$ cat config.mk
export PLATFORM = sky130hd
export DESIGN_NAME = ovc_ctl
export DESIGN_NICKNAME = d
export VERILOG_FILES = /design/src/hw/ovc_pkg.sv /design/src/hw/ovc_ctl.sv
export SDC_FILE = /design/constraint.sdc
export NUM_CORES = 1
export LEC_CHECK = 0
export BUFFER_PORTS_ARGS = -buffer_cell sky130_fd_sc_hd__buf_2
export CORE_AREA = 2 2 146 177
export CTS_BUF_LIST = sky130_fd_sc_hd__clkbuf_16
export CTS_CLUSTER_SIZE = 16
export DETAILED_ROUTE_END_ITERATION = 7
export DIE_AREA = 0 0 148 179
export GPL_TIMING_DRIVEN = 0
export PLACE_DENSITY = 0.84
export SETUP_SLACK_MARGIN = 0.3
export SLEW_MARGIN = 25
export SYNTH_ARGS = -nofsm -noshare
export SYNTH_HDL_FRONTEND = slang
export SYNTH_SLANG_ARGS = --single-unit
$ cat constraint.sdc
create_clock -name ref_clk -period 30.5 [get_ports ref_clk]
set_clock_uncertainty 0.1 [all_clocks]
set_input_delay 7.625 -clock ref_clk [delete_from_list [all_inputs] [get_ports ref_clk]]
set_output_delay 7.625 -clock ref_clk [all_outputs]
set_load 0.02 [all_outputs]
$ cat src/hw/ovc_pkg.sv
package ovc_pkg;
  // word address and data widths of the command port
  localparam int AW = 8;
  localparam int DW = 16;
  // sector count and where the sector number sits in the word address
  localparam int NSECT = 8;
  localparam int SECT_LSB = 5;
  localparam int PWD_WORDS = 4;
  // status word bit positions
  localparam int SR_READY = 7;
  localparam int SR_ESUSP = 6;
  localparam int SR_ERASE_ERR = 5;
  localparam int SR_PGM_ERR = 4;
  // overlay word locations
  localparam logic [7:0] CFG_ADDR = 8'h00;
  localparam logic [1:0] ECC_TRAP_AREA = 2'h3;
  localparam logic [1:0] ECC_TRAP_LO = 2'h0;
  localparam logic [1:0] ECC_TRAP_HI = 2'h1;
  localparam logic [1:0] ECC_COUNT = 2'h2;
  // values after reset
  localparam logic [15:0] CFG_RST = 16'hFFFF;
  localparam logic [15:0] PWD_RST = 16'hFFFF;
  localparam logic LOCK_RST = 1'b1;
  localparam logic [15:0] UNDEF_WORD = 16'h0000;

  // command codes as decoded by the bus front end
  typedef enum logic [4:0] {
    CMD_NOP = 5'b00000, CMD_RESET = 5'b00001, CMD_EXIT = 5'b00010,
    CMD_LEGACY_EXIT = 5'b00011, CMD_ENTER_CFG = 5'b00100,
    CMD_ENTER_PWD = 5'b00101, CMD_ENTER_PPB = 5'b00110,
    CMD_ENTER_LOCK = 5'b00111, CMD_ENTER_DYB = 5'b01000,
    CMD_ENTER_ECC = 5'b01001, CMD_ENTER_CRC = 5'b01010,
    CMD_ENTER_ID = 5'b01011, CMD_WORD_PGM = 5'b01100,
    CMD_ERASE = 5'b01101, CMD_BLANK_CHECK = 5'b01110,
    CMD_PWD_UNLOCK = 5'b01111, CMD_SR_READ = 5'b10000,
    CMD_SR_CLEAR = 5'b10001, CMD_CRC_START = 5'b10010,
    CMD_CRC_END = 5'b10011, CMD_CRC_SUSPEND = 5'b10100,
    CMD_CRC_RESUME = 5'b10101
  } ovc_cmd_e;

  // address space overlay in force
  typedef enum logic [3:0] {
    OV_NORMAL = 4'b0000, OV_CFG = 4'b0001, OV_PWD = 4'b0010,
    OV_PPB = 4'b0011, OV_LOCK = 4'b0100, OV_DYB = 4'b0101,
    OV_ECC = 4'b0110, OV_CRC = 4'b0111, OV_IDQ = 4'b1000
  } ovc_ov_e;

  // algorithm controller state
  typedef enum logic [1:0] {
    CS_STANDBY = 2'b00, CS_BUSY = 2'b01, CS_ERROR = 2'b10, CS_ESUSP = 2'b11
  } ovc_ctl_e;

  // embedded operation handed to the engine
  typedef enum logic [1:0] {
    OP_PGM = 2'b00, OP_ERASE = 2'b01, OP_BLANK = 2'b10
  } ovc_op_e;

  // one link transfer: a command write or a word read
  typedef struct packed {
    logic wr;
    logic rd;
    ovc_cmd_e cmd;
    logic [AW-1:0] addr;
    logic [DW-1:0] data;
  } ovc_req_s;
endpackage

$ cat src/hw/ovc_ctl.sv
`timescale 1ns/1ns
// How it works
// - config overlay: no sector, word 0 only
// - config overlay reads and programs word 0
// - password overlay maps words 0 to 3
// - matching password unlock sets global lock
// - persistent bit per sector at bit 0
// - persistent overlay erase clears all sectors while global lock is set
// - lock overlay shows lock, program only clears
// - volatile bit per sector, set or clear
// - legacy or common exit leaves protection overlays
// - correction overlay returns half-page status bits 4:0
// - correction overlay reads traps, counter; exit
// - crc overlay covers array unless suspended
// - crc overlay enables its own command set
// - reset leaves id mode, clears timeout flag
// - reset ignored while operation runs
// - reset keeps settings, returns to read mode
// - reset completes within the write pulse
// - error clear keeps overlay, else suspend/standby
// - failed operation holds ready with error bits
// - error bits: erase 5, program 4, 2:1 zero
// - reset or status clear ends the error
// - during error only read, reset, clear accepted
// - status read captures status for next read
module ovc_ctl (
  input wire logic ref_clk,
  input wire logic reset,
  input wire logic link_ck,
  input wire ovc_pkg::ovc_req_s link_req,
  input wire logic [15:0] array_data,
  input wire logic op_done,
  input wire logic op_fail,
  input wire logic op_timeout,
  input wire logic erase_susp,
  input wire logic [4:0] ecc_status,
  input wire logic [15:0] ecc_trap_lo,
  input wire logic [15:0] ecc_trap_hi,
  input wire logic [15:0] ecc_count,
  input wire logic [31:0] crc_value,
  output logic [15:0] rd_data,
  output logic rd_valid,
  output logic [7:0] status_word,
  output ovc_pkg::ovc_ov_e overlay,
  output ovc_pkg::ovc_ctl_e ctl_state,
  output logic op_start,
  output ovc_pkg::ovc_op_e op_kind,
  output logic [7:0] op_addr,
  output logic [15:0] op_data,
  output logic [7:0] crc_start_addr,
  output logic [7:0] crc_end_addr,
  output logic crc_run,
  output logic crc_suspended,
  output logic global_protect_lock,
  output logic [7:0] persistent_protect_bit,
  output logic [7:0] volatile_protect_bit,
  output logic polling_timeout_flag
);
  import ovc_pkg::*;

  ////////////////////////////////////////////////////////////////////
  // link sampling: two flops on clock and request, then edge find
  logic ck_s1, ck_s2, ck_d;
  ovc_req_s req_s1, req_s2;

  // the link signals come from another domain, so nothing reads stage one
  always_ff @(posedge ref_clk or posedge reset) begin
    if (reset) begin
      ck_s1 <= 1'b0;
      ck_s2 <= 1'b0;
      ck_d <= 1'b0;
      req_s1 <= '0;
      req_s2 <= '0;
    end else begin
      ck_s1 <= link_ck;
      ck_s2 <= ck_s1;
      ck_d <= ck_s2;
      req_s1 <= link_req;
      req_s2 <= req_s1;
    end
  end

  ////////////////////////////////////////////////////////////////////
  // decode
  wire edge_hit = ck_s2 & ~ck_d;
  wire do_wr = edge_hit & req_s2.wr;
  wire do_rd = edge_hit & req_s2.rd & ~req_s2.wr;
  wire ovc_cmd_e cmd = req_s2.cmd;
  wire [7:0] addr = req_s2.addr;
  wire [15:0] data = req_s2.data;
  wire [2:0] sect = addr[7:SECT_LSB];
  wire busy = (ctl_state == CS_BUSY);
  wire err = (ctl_state == CS_ERROR);
  wire crc_held = (overlay == OV_CRC) & crc_suspended;
  // filter: busy takes only status read, error takes three, suspended crc few
  wire err_ok = (cmd inside {CMD_SR_READ, CMD_RESET, CMD_SR_CLEAR});
  wire crc_ok = (cmd inside {CMD_CRC_RESUME, CMD_EXIT, CMD_SR_READ});
  wire take = do_wr & (busy ? (cmd == CMD_SR_READ) :
                       err ? err_ok :
                       crc_held ? crc_ok : 1'b1);
  wire read_mode = (overlay == OV_NORMAL) & (ctl_state != CS_ERROR);
  wire c_reset = take & (cmd == CMD_RESET);
  wire c_clear = take & (cmd == CMD_SR_CLEAR) & err;
  wire c_pgm = take & (cmd == CMD_WORD_PGM);
  wire c_erase = take & (cmd == CMD_ERASE);
  wire in_crc = take & (overlay == OV_CRC);
  // protection overlays also take the legacy exit
  wire prot_ov = (overlay inside {OV_CFG, OV_PWD, OV_PPB, OV_LOCK, OV_DYB});
  wire c_exit = take & ((cmd == CMD_EXIT) |
                        ((cmd == CMD_LEGACY_EXIT) & prot_ov));
  // array operations only start from the normal map
  wire op_go = take & read_mode & (cmd inside {CMD_WORD_PGM, CMD_ERASE,
                                               CMD_BLANK_CHECK});

  ////////////////////////////////////////////////////////////////////
  // password unlock: words gather by address, word 3 triggers compare
  logic [15:0] pw [PWD_WORDS];
  logic [15:0] pw_try [PWD_WORDS];
  wire c_unlock = take & (overlay == OV_PWD) & (cmd == CMD_PWD_UNLOCK);
  wire unlock_last = c_unlock & (addr[1:0] == 2'h3);
  wire pw_match = (pw[0] == pw_try[0]) & (pw[1] == pw_try[1]) &
                  (pw[2] == pw_try[2]) & (pw[3] == data);
  wire unlock_ok = unlock_last & pw_match;
  wire unlock_bad = unlock_last & ~pw_match;

  ////////////////////////////////////////////////////////////////////
  // controller state
  ovc_ctl_e next_ctl;
  wire ovc_ctl_e rest_state = erase_susp ? CS_ESUSP : CS_STANDBY;
  always_comb begin
    next_ctl = ctl_state;
    unique case (ctl_state)
      CS_BUSY: begin
        if (op_fail) begin
          next_ctl = CS_ERROR;
        end else if (op_done) begin
          next_ctl = rest_state;
        end
      end
      CS_ERROR: begin
        if (c_reset) begin
          next_ctl = CS_STANDBY;
        end else if (c_clear) begin
          next_ctl = rest_state;
        end
      end
      CS_STANDBY, CS_ESUSP: begin
        if (c_reset) begin
          next_ctl = CS_STANDBY;
        end else if (op_go) begin
          next_ctl = CS_BUSY;
        end else if (unlock_bad) begin
          next_ctl = CS_ERROR;
        end else begin
          next_ctl = rest_state;
        end
      end
    endcase
  end

  // error cause bits latched on the way into error, dropped on leaving
  logic err_erase, err_pgm;
  ovc_op_e run_kind;
  wire to_err = (next_ctl == CS_ERROR) & ~err;
  always_ff @(posedge ref_clk or posedge reset) begin
    if (reset) begin
      ctl_state <= CS_STANDBY;
      err_erase <= 1'b0;
      err_pgm <= 1'b0;
    end else begin
      ctl_state <= next_ctl;
      if (to_err) begin
        err_erase <= busy & (run_kind != OP_PGM);
        err_pgm <= ~busy | (run_kind == OP_PGM);
      end else if (next_ctl != CS_ERROR) begin
        err_erase <= 1'b0;
        err_pgm <= 1'b0;
      end
    end
  end

  // operation launch towards the engine
  always_ff @(posedge ref_clk or posedge reset) begin
    if (reset) begin
      op_start <= 1'b0;
      op_kind <= OP_PGM;
      run_kind <= OP_PGM;
      op_addr <= '0;
      op_data <= '0;
    end else begin
      op_start <= op_go;
      if (op_go) begin
        op_kind <= (cmd == CMD_WORD_PGM) ? OP_PGM :
                   (cmd == CMD_ERASE) ? OP_ERASE : OP_BLANK;
        run_kind <= (cmd == CMD_WORD_PGM) ? OP_PGM :
                    (cmd == CMD_ERASE) ? OP_ERASE : OP_BLANK;
        op_addr <= addr;
        op_data <= data;
      end
    end
  end

  ////////////////////////////////////////////////////////////////////
  // status word; bits 3 to 0 read as zero
  wire [7:0] next_status = {~busy, erase_susp, err & err_erase,
                            err & err_pgm, 4'h0};
  // timeout flag: the engine event wins over a reset in the same cycle
  always_ff @(posedge ref_clk or posedge reset) begin
    if (reset) begin
      status_word <= 8'h80;
      polling_timeout_flag <= 1'b0;
    end else begin
      status_word <= next_status;
      polling_timeout_flag <= op_timeout | (polling_timeout_flag & ~c_reset);
    end
  end

  ////////////////////////////////////////////////////////////////////
  // overlay selection; a status clear leaves the overlay as it was
  ovc_ov_e next_ov;
  always_comb begin
    next_ov = overlay;
    if (c_reset | c_exit) begin
      next_ov = OV_NORMAL;
    end else if (take & read_mode) begin
      unique case (cmd)
        CMD_ENTER_CFG: next_ov = OV_CFG;
        CMD_ENTER_PWD: next_ov = OV_PWD;
        CMD_ENTER_PPB: next_ov = OV_PPB;
        CMD_ENTER_LOCK: next_ov = OV_LOCK;
        CMD_ENTER_DYB: next_ov = OV_DYB;
        CMD_ENTER_ECC: next_ov = OV_ECC;
        CMD_ENTER_CRC: next_ov = OV_CRC;
        CMD_ENTER_ID: next_ov = OV_IDQ;
        default: next_ov = overlay;
      endcase
    end
  end
  always_ff @(posedge ref_clk or posedge reset) begin
    if (reset) begin
      overlay <= OV_NORMAL;
    end else begin
      overlay <= next_ov;
    end
  end

  ////////////////////////////////////////////////////////////////////
  // protection bits and config word; a reset command touches none
  logic [15:0] cfg;
  always_ff @(posedge ref_clk or posedge reset) begin
    if (reset) begin
      cfg <= CFG_RST;
      global_protect_lock <= LOCK_RST;
      persistent_protect_bit <= '0;
      volatile_protect_bit <= '0;
      for (int i = 0; i < PWD_WORDS; i++) begin
        pw[i] <= PWD_RST;
        pw_try[i] <= PWD_RST;
      end
    end else begin
      if (c_pgm & (overlay == OV_CFG) & (addr == CFG_ADDR))
        cfg <= data;
      if (c_pgm & (overlay == OV_PWD) & (addr < 8'h04))
        pw[addr[1:0]] <= data;
      if (c_unlock)
        pw_try[addr[1:0]] <= data;
      if (unlock_ok)
        global_protect_lock <= 1'b1;
      else if (c_pgm & (overlay == OV_LOCK) & ~data[0])
        global_protect_lock <= 1'b0;
      if (c_erase & (overlay == OV_PPB) & global_protect_lock)
        persistent_protect_bit <= '0;
      else if (c_pgm & (overlay == OV_PPB) & global_protect_lock)
        persistent_protect_bit[sect] <= 1'b1;
      if (c_pgm & (overlay == OV_DYB))
        volatile_protect_bit[sect] <= data[0];
    end
  end

  // crc bounds and run control; leaving the overlay clears run and suspend, bounds kept
  always_ff @(posedge ref_clk or posedge reset) begin
    if (reset) begin
      crc_start_addr <= '0;
      crc_end_addr <= '0;
      crc_run <= 1'b0;
      crc_suspended <= 1'b0;
    end else begin
      if (in_crc & (cmd == CMD_CRC_START))
        crc_start_addr <= addr;
      if (in_crc & (cmd == CMD_CRC_END))
        crc_end_addr <= addr;
      if (next_ov != OV_CRC) begin
        crc_run <= 1'b0;
        crc_suspended <= 1'b0;
      end else if (in_crc & (cmd == CMD_CRC_END)) begin
        crc_run <= 1'b1;
      end else if (in_crc & (cmd == CMD_CRC_SUSPEND) & crc_run) begin
        crc_suspended <= 1'b1;
      end else if (in_crc & (cmd == CMD_CRC_RESUME)) begin
        crc_suspended <= 1'b0;
      end
    end
  end

  ////////////////////////////////////////////////////////////////////
  // status read capture: next read returns it, map left untouched
  logic sr_pend;
  logic [7:0] sr_snap;
  always_ff @(posedge ref_clk or posedge reset) begin
    if (reset) begin
      sr_pend <= 1'b0;
      sr_snap <= '0;
    end else if (take & (cmd == CMD_SR_READ)) begin
      sr_pend <= 1'b1;
      sr_snap <= next_status;
    end else if (do_rd) begin
      sr_pend <= 1'b0;
    end
  end

  ////////////////////////////////////////////////////////////////////
  // read data selection; undefined spots give a fixed filler word
  wire [15:0] w_cfg = (addr == CFG_ADDR) ? cfg : UNDEF_WORD;
  wire [15:0] w_pwd = (addr < 8'h04) ? pw[addr[1:0]] : UNDEF_WORD;
  wire [15:0] w_ppb = {15'h0000, persistent_protect_bit[sect]};
  wire [15:0] w_lock = {15'h0000, global_protect_lock};
  wire [15:0] w_dyb = {15'h0000, volatile_protect_bit[sect]};
  wire [15:0] w_trap = (addr[1:0] == ECC_TRAP_LO) ? ecc_trap_lo :
                       (addr[1:0] == ECC_TRAP_HI) ? ecc_trap_hi :
                       (addr[1:0] == ECC_COUNT) ? ecc_count : UNDEF_WORD;
  wire [15:0] w_ecc = (addr[7:6] == ECC_TRAP_AREA) ? w_trap :
                      {11'h000, ecc_status};
  wire [15:0] w_crc = crc_suspended ? array_data :
                      (addr[0] ? crc_value[31:16] : crc_value[15:0]);
  wire [15:0] w_map = (overlay == OV_CFG) ? w_cfg :
                      (overlay == OV_PWD) ? w_pwd :
                      (overlay == OV_PPB) ? w_ppb :
                      (overlay == OV_LOCK) ? w_lock :
                      (overlay == OV_DYB) ? w_dyb :
                      (overlay == OV_ECC) ? w_ecc :
                      (overlay == OV_CRC) ? w_crc : array_data;
  wire [15:0] next_rd = sr_pend ? {8'h00, sr_snap} : w_map;

  // one word back on the cycle after each sampled read
  always_ff @(posedge ref_clk or posedge reset) begin
    if (reset) begin
      rd_data <= '0;
      rd_valid <= 1'b0;
    end else begin
      rd_valid <= do_rd;
      if (do_rd)
        rd_data <= next_rd;
    end
  end
endmodule

Word-level counts from Yosys, hierarchy flattened
Cells that the tools add are included.
{"block": "totals", "ff_bits": 306, "input_bits": 139, "output_inout_bits": 94, "wordCells": 234}
{"block": "classes", "order_cmp": 5, "n_eq_ne": 44, "n_mux": 62, "bitwise": 60, "reduce_logical": 20}
{"op": "$mux W16", "n": 19}
{"op": "$bwmux W64", "n": 2}
{"op": "$eq A16 B16 Y1", "n": 4}
{"op": "$and A1 B1 Y1", "n": 47}
{"op": "$eq A5 B4 Y1 const B", "n": 8}
{"op": "$bmux W16 S2", "n": 1}
{"op": "$demux W16 S2", "n": 1}
{"op": "$pmux W4 S8", "n": 1}
{"op": "$eq A5 B5 Y1 const B", "n": 6}
{"op": "$eq A5 B3 Y1 const B", "n": 4}
{"op": "$mux W2", "n": 10}
{"op": "$mux W1", "n": 19}
{"op": "$eq A4 B3 Y1 const B", "n": 4}
{"op": "$mux W8", "n": 2}
{"op": "$eq A2 B2 Y1 const B", "n": 6}
{"op": "$reduce_bool A2 Y1", "n": 6}
{"op": "$reduce_bool A3 Y1", "n": 4}
{"op": "$eq A5 B2 Y1 const B", "n": 2}
{"op": "$bwmux W8", "n": 1}
{"op": "$eq A4 B2 Y1 const B", "n": 2}
{"op": "$logic_not A8 Y1", "n": 1}
{"op": "$lt A8 B3 Y1 const B", "n": 1}
{"op": "$mux W4", "n": 2}
{"op": "$or A8 B8 Y8", "n": 1}
{"op": "22 further kinds", "n": 37}

Logic depth before layout (Yosys ltp)
Gate-level depths: netlist of run 1.
{"block": "depth", "ltp_word": 17, "mapped_depth": 11, "depth_no_buf": 8}

Least setup slack after synthesis of run 1
Ideal clock, no wire load.
{"block": "synth_timing", "kind": "input-to-reg", "from": "input erase_susp", "to": "register err_erase", "setup_ns": 0.138, "arrival_ns": 8.760, "required_ns": 30.262, "slack_ns": 21.502, "stages": 7, "n_path_buf": 0, "cell_sequence": "inv_1 -> a21oi_1 -> o21ai_0 -> o41a_1 -> a221oi_1 -> a211oi_1 -> nor3_1"}
{"block": "synth_via", "elab_chain_len": 8, "word_cells_on_any_way": 14, "cone_classes": "2 x eq/ne; 10 x mux; 1 x bitwise; 1 x reduce/logical"}
{"element": "start, declared", "line_no": "ovc_ctl.sv:35", "text": "input wire logic erase_susp,"}
{"element": "$mux W2 (*)", "line_no": "ovc_ctl.sv:129", "text": "wire ovc_ctl_e rest_state = erase_susp ? CS_ESUSP : CS_STANDBY;"}
{"element": "$mux W2", "line_no": "ovc_ctl.sv:152", "text": "end else if (unlock_bad) begin"}
{"element": "$mux W2", "line_no": "ovc_ctl.sv:150", "text": "end else if (op_go) begin"}
{"element": "$mux W2", "line_no": "ovc_ctl.sv:148", "text": "if (c_reset) begin"}
{"element": "$pmux W2 S3 (*)", "line_no": "ovc_ctl.sv:132", "text": "unique case (ctl_state)"}
{"element": "$eq A2 B2 Y1", "line_no": "ovc_ctl.sv:164", "text": "wire to_err = (next_ctl == CS_ERROR) & ~err;"}
{"element": "$and A1 B1 Y1", "line_no": "ovc_ctl.sv:164"}
{"element": "$mux W1 / $reduce_bool A2 Y1 (equally long branches)"}
{"element": "end signal, assigned", "line_no": "ovc_ctl.sv:173", "text": "err_erase <= busy & (run_kind != OP_PGM);"}
{"element": "end, declared", "line_no": "ovc_ctl.sv:162", "text": "logic err_erase, err_pgm;"}
Every way passes the cells marked *; elsewhere a longest branch is shown, timed or not.
A chain may end at the register's enable or synchronous reset.

Worst setup path in the final report of run 1
{"block": "layout_timing", "from": "register global_protect_lock", "to": "output global_protect_lock"}
{"element": "start, declared", "line_no": "ovc_ctl.sv:54", "text": "output logic global_protect_lock,"}
{"element": "start signal, assigned", "line_no": "ovc_ctl.sv:253", "text": "global_protect_lock <= LOCK_RST;"}
{"element": "start signal, assigned", "line_no": "ovc_ctl.sv:268", "text": "global_protect_lock <= 1'b1;"}
{"element": "start signal, assigned", "line_no": "ovc_ctl.sv:270", "text": "global_protect_lock <= 1'b0;"}
No word-level cell between the ends.

==> results.json, run 1 <==
{
  "status": "finished clean",
  "register_area_um2": 7420,
  "max_freq_mhz": 111,
  "min_path_type": "reg -> reg",
  "cts_sinks": 290,
  "initial_utilization": 0.539,
  "cp.depth": 1,
  "peakVddDrop_uv": 47.2,
  "via_count": 9985,
  "crit_fanout": 5,
  "crit_arrival_ns": 1.32,
  "synth_area_leaders": "dfrtp_1, dfstp_2, mux2_2",
  "switching_share": 0.300,
  "gp_congestion": 0.876,
  "dieArea_um2": 26500,
  "syn_to_final_growth_pct": 19.3,
  "end_kind": "output pin",
  "antenna_found_initial": 2,
  "coreArea_um2": 25000,
  "r2r-end": "op_addr[6]",
  "path_delay_family": "flip-flops",
  "slowest_stage": "dfstp_2",
  "r2r_slack_ns": 26.92,
  "cts_setup_buffers": 0,
  "final.min_clock_period_ns": 9.04,
  "chipHeight_um": 179,
  "p_int_uw": 683,
  "whs_path_depth": 0,
  "via_per_inst": 5.82,
  "ys.flop_type": "dfrtp_1",
  "fillers": 1920,
  "setup_tns_ns": 0,
  "yosysSeqAreaShare": 0.551,
  "final_hold_viol_count": 0,
  "cts-root-buf": "clkbuf_16",
  "leakage_uw": 0.00740,
  "num_rows": 64,
  "path_cells": "buf_2",
  "clkPwrFrac": 0.358,
  "ff2ff_path_depth": 8,
  "yosys_warnings": 0,
  "worst_pin_slew_ns": 0.957,
  "synth_most_common_cell": "dfrtp_1",
  "period_share": 0.296,
  "cts_buffer_depth": 3,
  "comb_power_share": 0.201,
  "cts.clk_slew.worst_paths_ns": 0.07,
  "firstDrtPassIters": 5,
  "synth.largest_area_cell": "dfrtp_1",
  "drive_gt1_frac": 0.438,
  "grt_max_degree": 101,
  "yosysTopAreaCellShare": 0.297,
  "detail_route.wl_per_cell_um": 21.8,
  "crit_buf_inv": 1,
  "cts_inserted_buffers": 28,
  "yosysUniqueCellTypes": 73,
  "cts_resized": 0,
  "fin_nets": 1505,
  "crit_path_max_incr_delay_ns": 0.57,
  "cts_tree": "done",
  "synth_edf_count": 0,
  "first_iter_violations": 646,
  "startpoint": "global_protect_lock",
  "holdBufCountCts": 0,
  "dp_hpwl_um": 27100,
  "synthCells": 1100,
  "synthTopCellsByCount": "dfrtp_1, mux2_2, dfstp_2, nand2_1, nor2_1",
  "drc": 0,
  "clk_latency_ns": 0.55,
  "required_ns": 22.78,
  "track_usage": 0.280,
  "async_flop_share": 1.00,
  "crit_path_end": "global_protect_lock",
  "wl_um": 37500,
  "switchingPower_uw": 293,
  "cts_max_level": 1,
  "syn_area_per_cell_um2": 12.2,
  "crit_type": "reg -> out",
  "cp-start-kind": "register",
  "gr-total-overflow": 0,
  "io_pins": 233,
  "io_buffers": 228,
  "rsz0062_at_grt": "false",
  "drtAntennaViolNets": 0,
  "synth_area_um2": 13500,
  "drv_cap": 0,
  "multi_input_area_um2": 5690,
  "setup_violations": 0,
  "final_core_util": 0.643,
  "slew_viol_final": 0,
  "first_global_vias": 10175,
  "synth-seq-cells": 290,
  "p_seq_frac": 0.442,
  "die_w_um": 148,
  "r2r_start": "overlay[2]",
  "grt_first_pass_wirelength_um": 57000,
  "relSlewSlack": 0.362,
  "power_density_nw_per_um2": 60.8
}
==> cells by family after synthesis <==
family,count (synthesis),share of synthesized area
and+or+nand+nor,296,0.108
DFF,290,0.551
muxes,212,0.191
AOI/OAI and AO/OA,145,0.0766
buffers and inverters,89,0.0284
xor gates and xnor gates,65,0.0423
adders and majority gates,2,0.00186
other,1,0.000279
==> routing by layer <==
| layer | GRT usage | vias to the layer above | routed length [um] |
|---|---|---|---|
| met3 | 0.0384 | 110 | 2030 |
| li1 | - | 4443 | - |
| met1 | 0.342 | 5022 | 14700 |
| met4 | 0.133 | 2 | 1740 |
| met5 | 0 | - | 13 |
| met2 | 0.491 | 408 | 18900 |
==> cells in the final DEF, fill, tap and decap left out, types with 24 or more instances in the layout <==
master / instances
mux2i_1: 40
dfstp_2: 130
xnor2_1: 64
nand2_1: 119
nor2_1: 78
mux2_2: 142
buf_2: 240
a21oi_1: 25
o21ai_0: 24
clkbuf_1: 52
dfrtp_1: 160
clkbuf_16: 30
==> cell type report <==
class,count,share of cell area
Antenna cell,2,0.000312
Buffer,77,0.0210
Clock buffer,30,0.0467
Clock inverter,21,0.0108
Inverter,12,0.00327
Multi-Input combinational cell,724,0.354
Sequential cell,290,0.462
Tap cell,330,0.0257
Timing Repair Buffer,231,0.0762
==> flip-flops by register name, summed over array words and instances, names as in the netlist, 2 cells and up <==
register	cells
addr	8
cfg	16
cmd	5
crc_end_addr	8
crc_start_addr	8
ctl_state	2
data	16
op_addr	8
op_data	16
overlay	4
persistent_protect_bit	8
pw	64
pw_try	48
rd_data	16
req_s1	31
req_s2	2
run_kind	2
sr_snap	4
status_word	4
volatile_protect_bit	8
==> worst min-delay path by stage <==
stage	startpoint	to
floorplan	req_s1[16]	addr[0]
global placement	req_s1[6]	data[6]
detailed placement	req_s1[25]	cmd[1]
CTS	req_s1[30]	req_s2[30]
global route	req_s1[12]	data[12]
finish	req_s1[30]	req_s2[30]
==> power groups by stage <==
stage / logic (uW) / clock network (uW) / registers, uW
5_1_grt: 212 / 368 / 434
3_3_place_gp: 188 / 0 / 435
2_1_floorplan: 96.7 / 0 / 461
6_report: 196 / 349 / 431
4_1_cts: 195 / 353 / 431
3_5_place_dp: 193 / 0 / 437
==> per-stage QoR <==
stage	total power, uW	hold slack (ns)	area [um2]	setup slack, ns	instances
floorplan	558	0.231	13500	14.98	1103
global placement	624	0.232	15000	12.15	1661
detailed placement	630	0.235	15100	20.96	1664
CTS	978	0.244	16000	21.46	1715
global route	1010	0.255	16100	21.30	1716
finish	976	0.244	16100	21.46	1717
(Power assumes the default switching activity.)
==> run 2, diff against run 1 <==
- clock period: 30.5 -> 8.4 ns (I/O delays scaled with it)
==> results.json, run 2 (synthesized netlist as in run 1, its figures left out) <==
{
  "cts_buffer_depth": 3,
  "crit_path_max_incr_delay_ns": 0.68,
  "final_common_cell": "buf_2",
  "drc": 0,
  "final_core_util": 0.649,
  "leakage_uw": 0.00747,
  "path_delay_family": "simple AND/OR/NAND/NOR gates",
  "grt_max_degree": 35,
  "relSlewSlack": 0.303,
  "clk_latency_ns": 0.56,
  "cts.clk_slew.worst_paths_ns": 0.07,
  "dieArea_um2": 26500,
  "crit_buf_inv": 3,
  "gr-total-overflow": 0,
  "setup_tns_ns": 0,
  "die_w_um": 148,
  "via_per_inst": 5.79,
  "antenna_found_initial": 1,
  "cts-root-buf": "clkbuf_16",
  "first_global_vias": 10306,
  "slew_viol_final": 0,
  "final.min_clock_period_ns": 3.56,
  "drtAntennaViolNets": 0,
  "cts_inserted_buffers": 29,
  "detail_route.wl_per_cell_um": 21.6,
  "via_count": 9996,
  "coreArea_um2": 25000,
  "cp-start-kind": "register",
  "crit_type": "reg -> reg",
  "setup_violations": 0,
  "drive_gt1_frac": 0.439,
  "peakVddDrop_uv": 160,
  "fin_nets": 1513,
  "required_ns": 8.80,
  "cts_tree": "done",
  "grt_first_pass_wirelength_um": 57000,
  "top_register": "pw",
  "final_hold_viol_count": 0,
  "rsz0062_at_grt": "false",
  "holdBufCountCts": 0,
  "io_pins": 233,
  "syn_to_final_growth_pct": 20.4,
  "wl_um": 37300,
  "period_share": 0.424,
  "chipHeight_um": 179,
  "largest_reg_flops": 64,
  "top_regs": "pw: 64 flops, pw_try: 48 flops, req_s1: 31 flops",
  "initial_utilization": 0.539,
  "cts_sinks": 290,
  "power_density_nw_per_um2": 221,
  "path_cells": "buf_2, nor4_1, a2111oi_0, a22oi_2, buf_2, nand3_1, nor2_1, buf_2, nand2_1, nand2_1",
  "min_path_type": "reg -> reg",
  "cts_setup_buffers": 0,
  "crit_fanout": 10,
  "dp_hpwl_um": 27200,
  "firstDrtPassIters": 5,
  "first_iter_violations": 668,
  "crit_top_cell": "buf_2",
  "status": "finished clean",
  "track_usage": 0.280,
  "drv_cap": 0,
  "num_rows": 64,
  "cts_resized": 0,
  "worst_pin_slew_ns": 1.05,
  "cts_max_level": 1,
  "io_buffers": 228,
  "crit_arrival_ns": 3.96,
  "end_kind": "register",
  "slowest_stage": "nor2_1",
  "final_cell_mix": "buf_2, dfrtp_1, mux2_2",
  "max_freq_mhz": 281,
  "gp_congestion": 0.896
}
## run 2: final cells by class
class	count	area, um2
repair buffers	238	1360
plain buffers	77	338
multi-input cells	724	5690
diodes	1	2.50
clock inverters	25	228
inverters	12	48.8
fillers	1877	8770
clock buffers	29	726
flip-flops and latches	290	7420
well taps	330	413
## run 2: per-layer routing
layer | track usage | wire length, um | vias up
met5 | 0 | 0 | -
met4 | 0.135 | 1850 | 0
met3 | 0.0399 | 2290 | 108
met2 | 0.486 | 18800 | 403
met1 | 0.345 | 14400 | 5021
li1 | - | - | 4464
## run 2: stage by stage
step | hold WS [ns] | total power, uW | area, um2 | std cells | setup slack [ns]
floorplan | 0.231 | 2030 | 13500 | 1103 | 2.46
global placement | 0.232 | 2260 | 15000 | 1661 | 0.915
detailed placement | 0.235 | 2290 | 15300 | 1671 | 4.52
CTS | 0.248 | 3590 | 16200 | 1725 | 4.87
global route | 0.251 | 3720 | 16200 | 1726 | 4.64
finish | 0.244 | 3580 | 16200 | 1726 | 4.84
## run 2: worst paths after layout
path / from / endpoint / slack [ns] / cells after the start
worst max-delay path: cmd[1] / op_data[14] / 4.84 / 10
worst min-delay path: req_s1[15] / data[15] / 0.24 / 0
worst max register to register: cmd[1] / op_data[14] / 4.84 / 10
worst min register to register: req_s1[15] / data[15] / 0.24 / 0
max in group asynchronous: reset / pw_try[60] / 5.64 / 6
min in group asynchronous: reset / req_s1[4] / 1.40 / 2
## run 2: worst register-to-register path: cells and delay by family, from the launching register on
family,cells,cell delay [ns]
flops,1,0.39
buf+inv,3,0.87
compound gates,2,0.56
simple gates,5,1.59
## run 2: power breakdown
part,internal [uW],switching (uW)
registers,1500,63.0
clock network,753,545
logic,250,465
==> run 3, diff against run 2 <==
- clock period: 8.4 -> 3.5 ns (I/O delays scaled with it)
==> results.json, run 3 (synthesized netlist as in run 1, its figures left out) <==
{
  "io_buffers": 228,
  "setup_violations": 0,
  "cts_inserted_buffers": 29,
  "drtAntennaViolNets": 0,
  "min_path_type": "in -> async",
  "final_cell_mix": "buf_2, dfrtp_1, mux2_2",
  "p_total_uw": 8630,
  "r2r_slack_ns": 0.36,
  "register_area_um2": 7420,
  "r2r-end": "pw[16]",
  "period_share": 0.897,
  "via_count": 10043,
  "track_usage": 0.280,
  "fin_area_um2": 16400,
  "fillers": 1848,
  "final.min_clock_period_ns": 3.14,
  "cts_sinks": 290,
  "cts_max_level": 1,
  "wl_um": 37700,
  "holdBufCountCts": 0,
  "dp_hpwl_um": 27200,
  "cts.clk_slew.worst_paths_ns": 0.06,
  "worst_pin_slew_ns": 0.969,
  "antenna_found_initial": 1,
  "rsz0062_at_grt": "false",
  "r2r_start": "cmd[2]",
  "globalRouteMet2Util": 0.486,
  "relSlewSlack": 0.354,
  "multi_input_area_um2": 5750,
  "final_core_util": 0.656,
  "drv_cap": 0,
  "detail_route.wl_per_cell_um": 21.7,
  "ff2ff_path_depth": 8,
  "end_kind": "register",
  "final_hold_viol_count": 0,
  "gp_congestion": 0.896,
  "leakage_uw": 0.00756,
  "largest_reg_flops": 64,
  "drive_gt1_frac": 0.454,
  "first_global_vias": 10359,
  "cts_buffer_depth": 3,
  "coreArea_um2": 25000,
  "top_register": "pw",
  "num_rows": 64,
  "fin_nets": 1522,
  "first_iter_violations": 692,
  "io_pins": 233,
  "crit_arrival_ns": 3.52,
  "required_ns": 3.88,
  "crit_type": "reg -> reg",
  "dieArea_um2": 26500,
  "peakVddDrop_uv": 387,
  "use_met1": 0.346,
  "placed_area_um2": 15300,
  "syn_to_final_growth_pct": 21.7,
  "max_freq_mhz": 319,
  "top_regs": "pw: 64 flops, pw_try: 48 flops, req_s1: 31 flops",
  "fin_ws_ns": 0.362,
  "drc": 0,
  "slew_viol_final": 0,
  "chipHeight_um": 179,
  "dp_slack_ns": 0.0199,
  "die_w_um": 148,
  "via_per_inst": 5.79,
  "initial_utilization": 0.539,
  "cp-start-kind": "register",
  "power_density_nw_per_um2": 527,
  "clk_latency_ns": 0.56,
  "gr-total-overflow": 0,
  "final_common_cell": "buf_2",
  "crit_fanout": 10,
  "grt.busiest_layer": "met2",
  "grt_use_met3": 0.0402,
  "cts-root-buf": "clkbuf_16",
  "status": "finished clean",
  "grt_max_degree": 35,
  "firstDrtPassIters": 5,
  "cts_tree": "done",
  "grt_first_pass_wirelength_um": 57200
}
-- run 3: cell types whose count changed in the layout (fill, tap and decap cells not counted), moves of 4 or more --
cell,before,now
buf_4,7,18
clkbuf_1,52,45
clkbuf_2,0,7
buf_2,240,236
-- run 3: area by class of cell --
| type | instances | share of cell area |
|---|---|---|
| sequential | 290 | 0.453 |
| multi-input combinational | 724 | 0.351 |
| timing repair buffer | 247 | 0.0869 |
| clock buffer | 29 | 0.0443 |
| tap | 330 | 0.0252 |
| buffer | 77 | 0.0226 |
| clock inverter | 25 | 0.0139 |
| inverter | 12 | 0.00298 |
| antenna | 1 | 0.000153 |
-- run 3: worst max-delay path by stage --
stage                             to  slack (ns)    start
final                         pw[16]        0.36   cmd[2]
after global routing          pw[24]        0.28   cmd[2]
after CTS                 rd_data[1]        0.29  addr[1]
after detailed placement  rd_data[1]        0.02  addr[1]
after global placement      rd_valid       -2.76    reset
after floorplan              addr[0]       -1.22    reset
-- run 3: what timing repair did --
item                       in CTS  in global routing
pin swaps                       2                  4
gates resized for setup        13                 22
setup endpoints to repair     111                137
buffers inserted                2                  7
-- run 3: worst max-delay path: stages (launching register included) --
cell and delay, ns:
dfrtp_1 0.48, or4b_4 0.54, a21o_1 0.22, a22oi_2 0.25, nand4_1 0.21, or4_1 0.51, buf_2 0.23, buf_6 0.21
mux2_4 0.31
-- run 3: power by group --
part           internal [uW]  total (uW)  switching [uW]
Clock                   1810        3120            1310
Combinational            618        1750            1130
Sequential              3610        3760             154
Total                   6030        8630            2600
-- run 3: per-layer routing --
layer	vias up	part of all wire
met4	0	0.049
met2	453	0.50
met5	-	0
li1	4493	-
met1	4987	0.38
met3	110	0.067
-- run 3: through the flow --
stage	hold slack, ns	TNS (ns)	std cells
2_1_floorplan	0.231	-222.92	1103
3_3_place_gp	0.232	-612.32	1661
3_5_place_dp	0.235	0	1671
4_1_cts	0.169	0	1727
5_1_grt	0.177	0	1735
6_report	0.171	0	1735
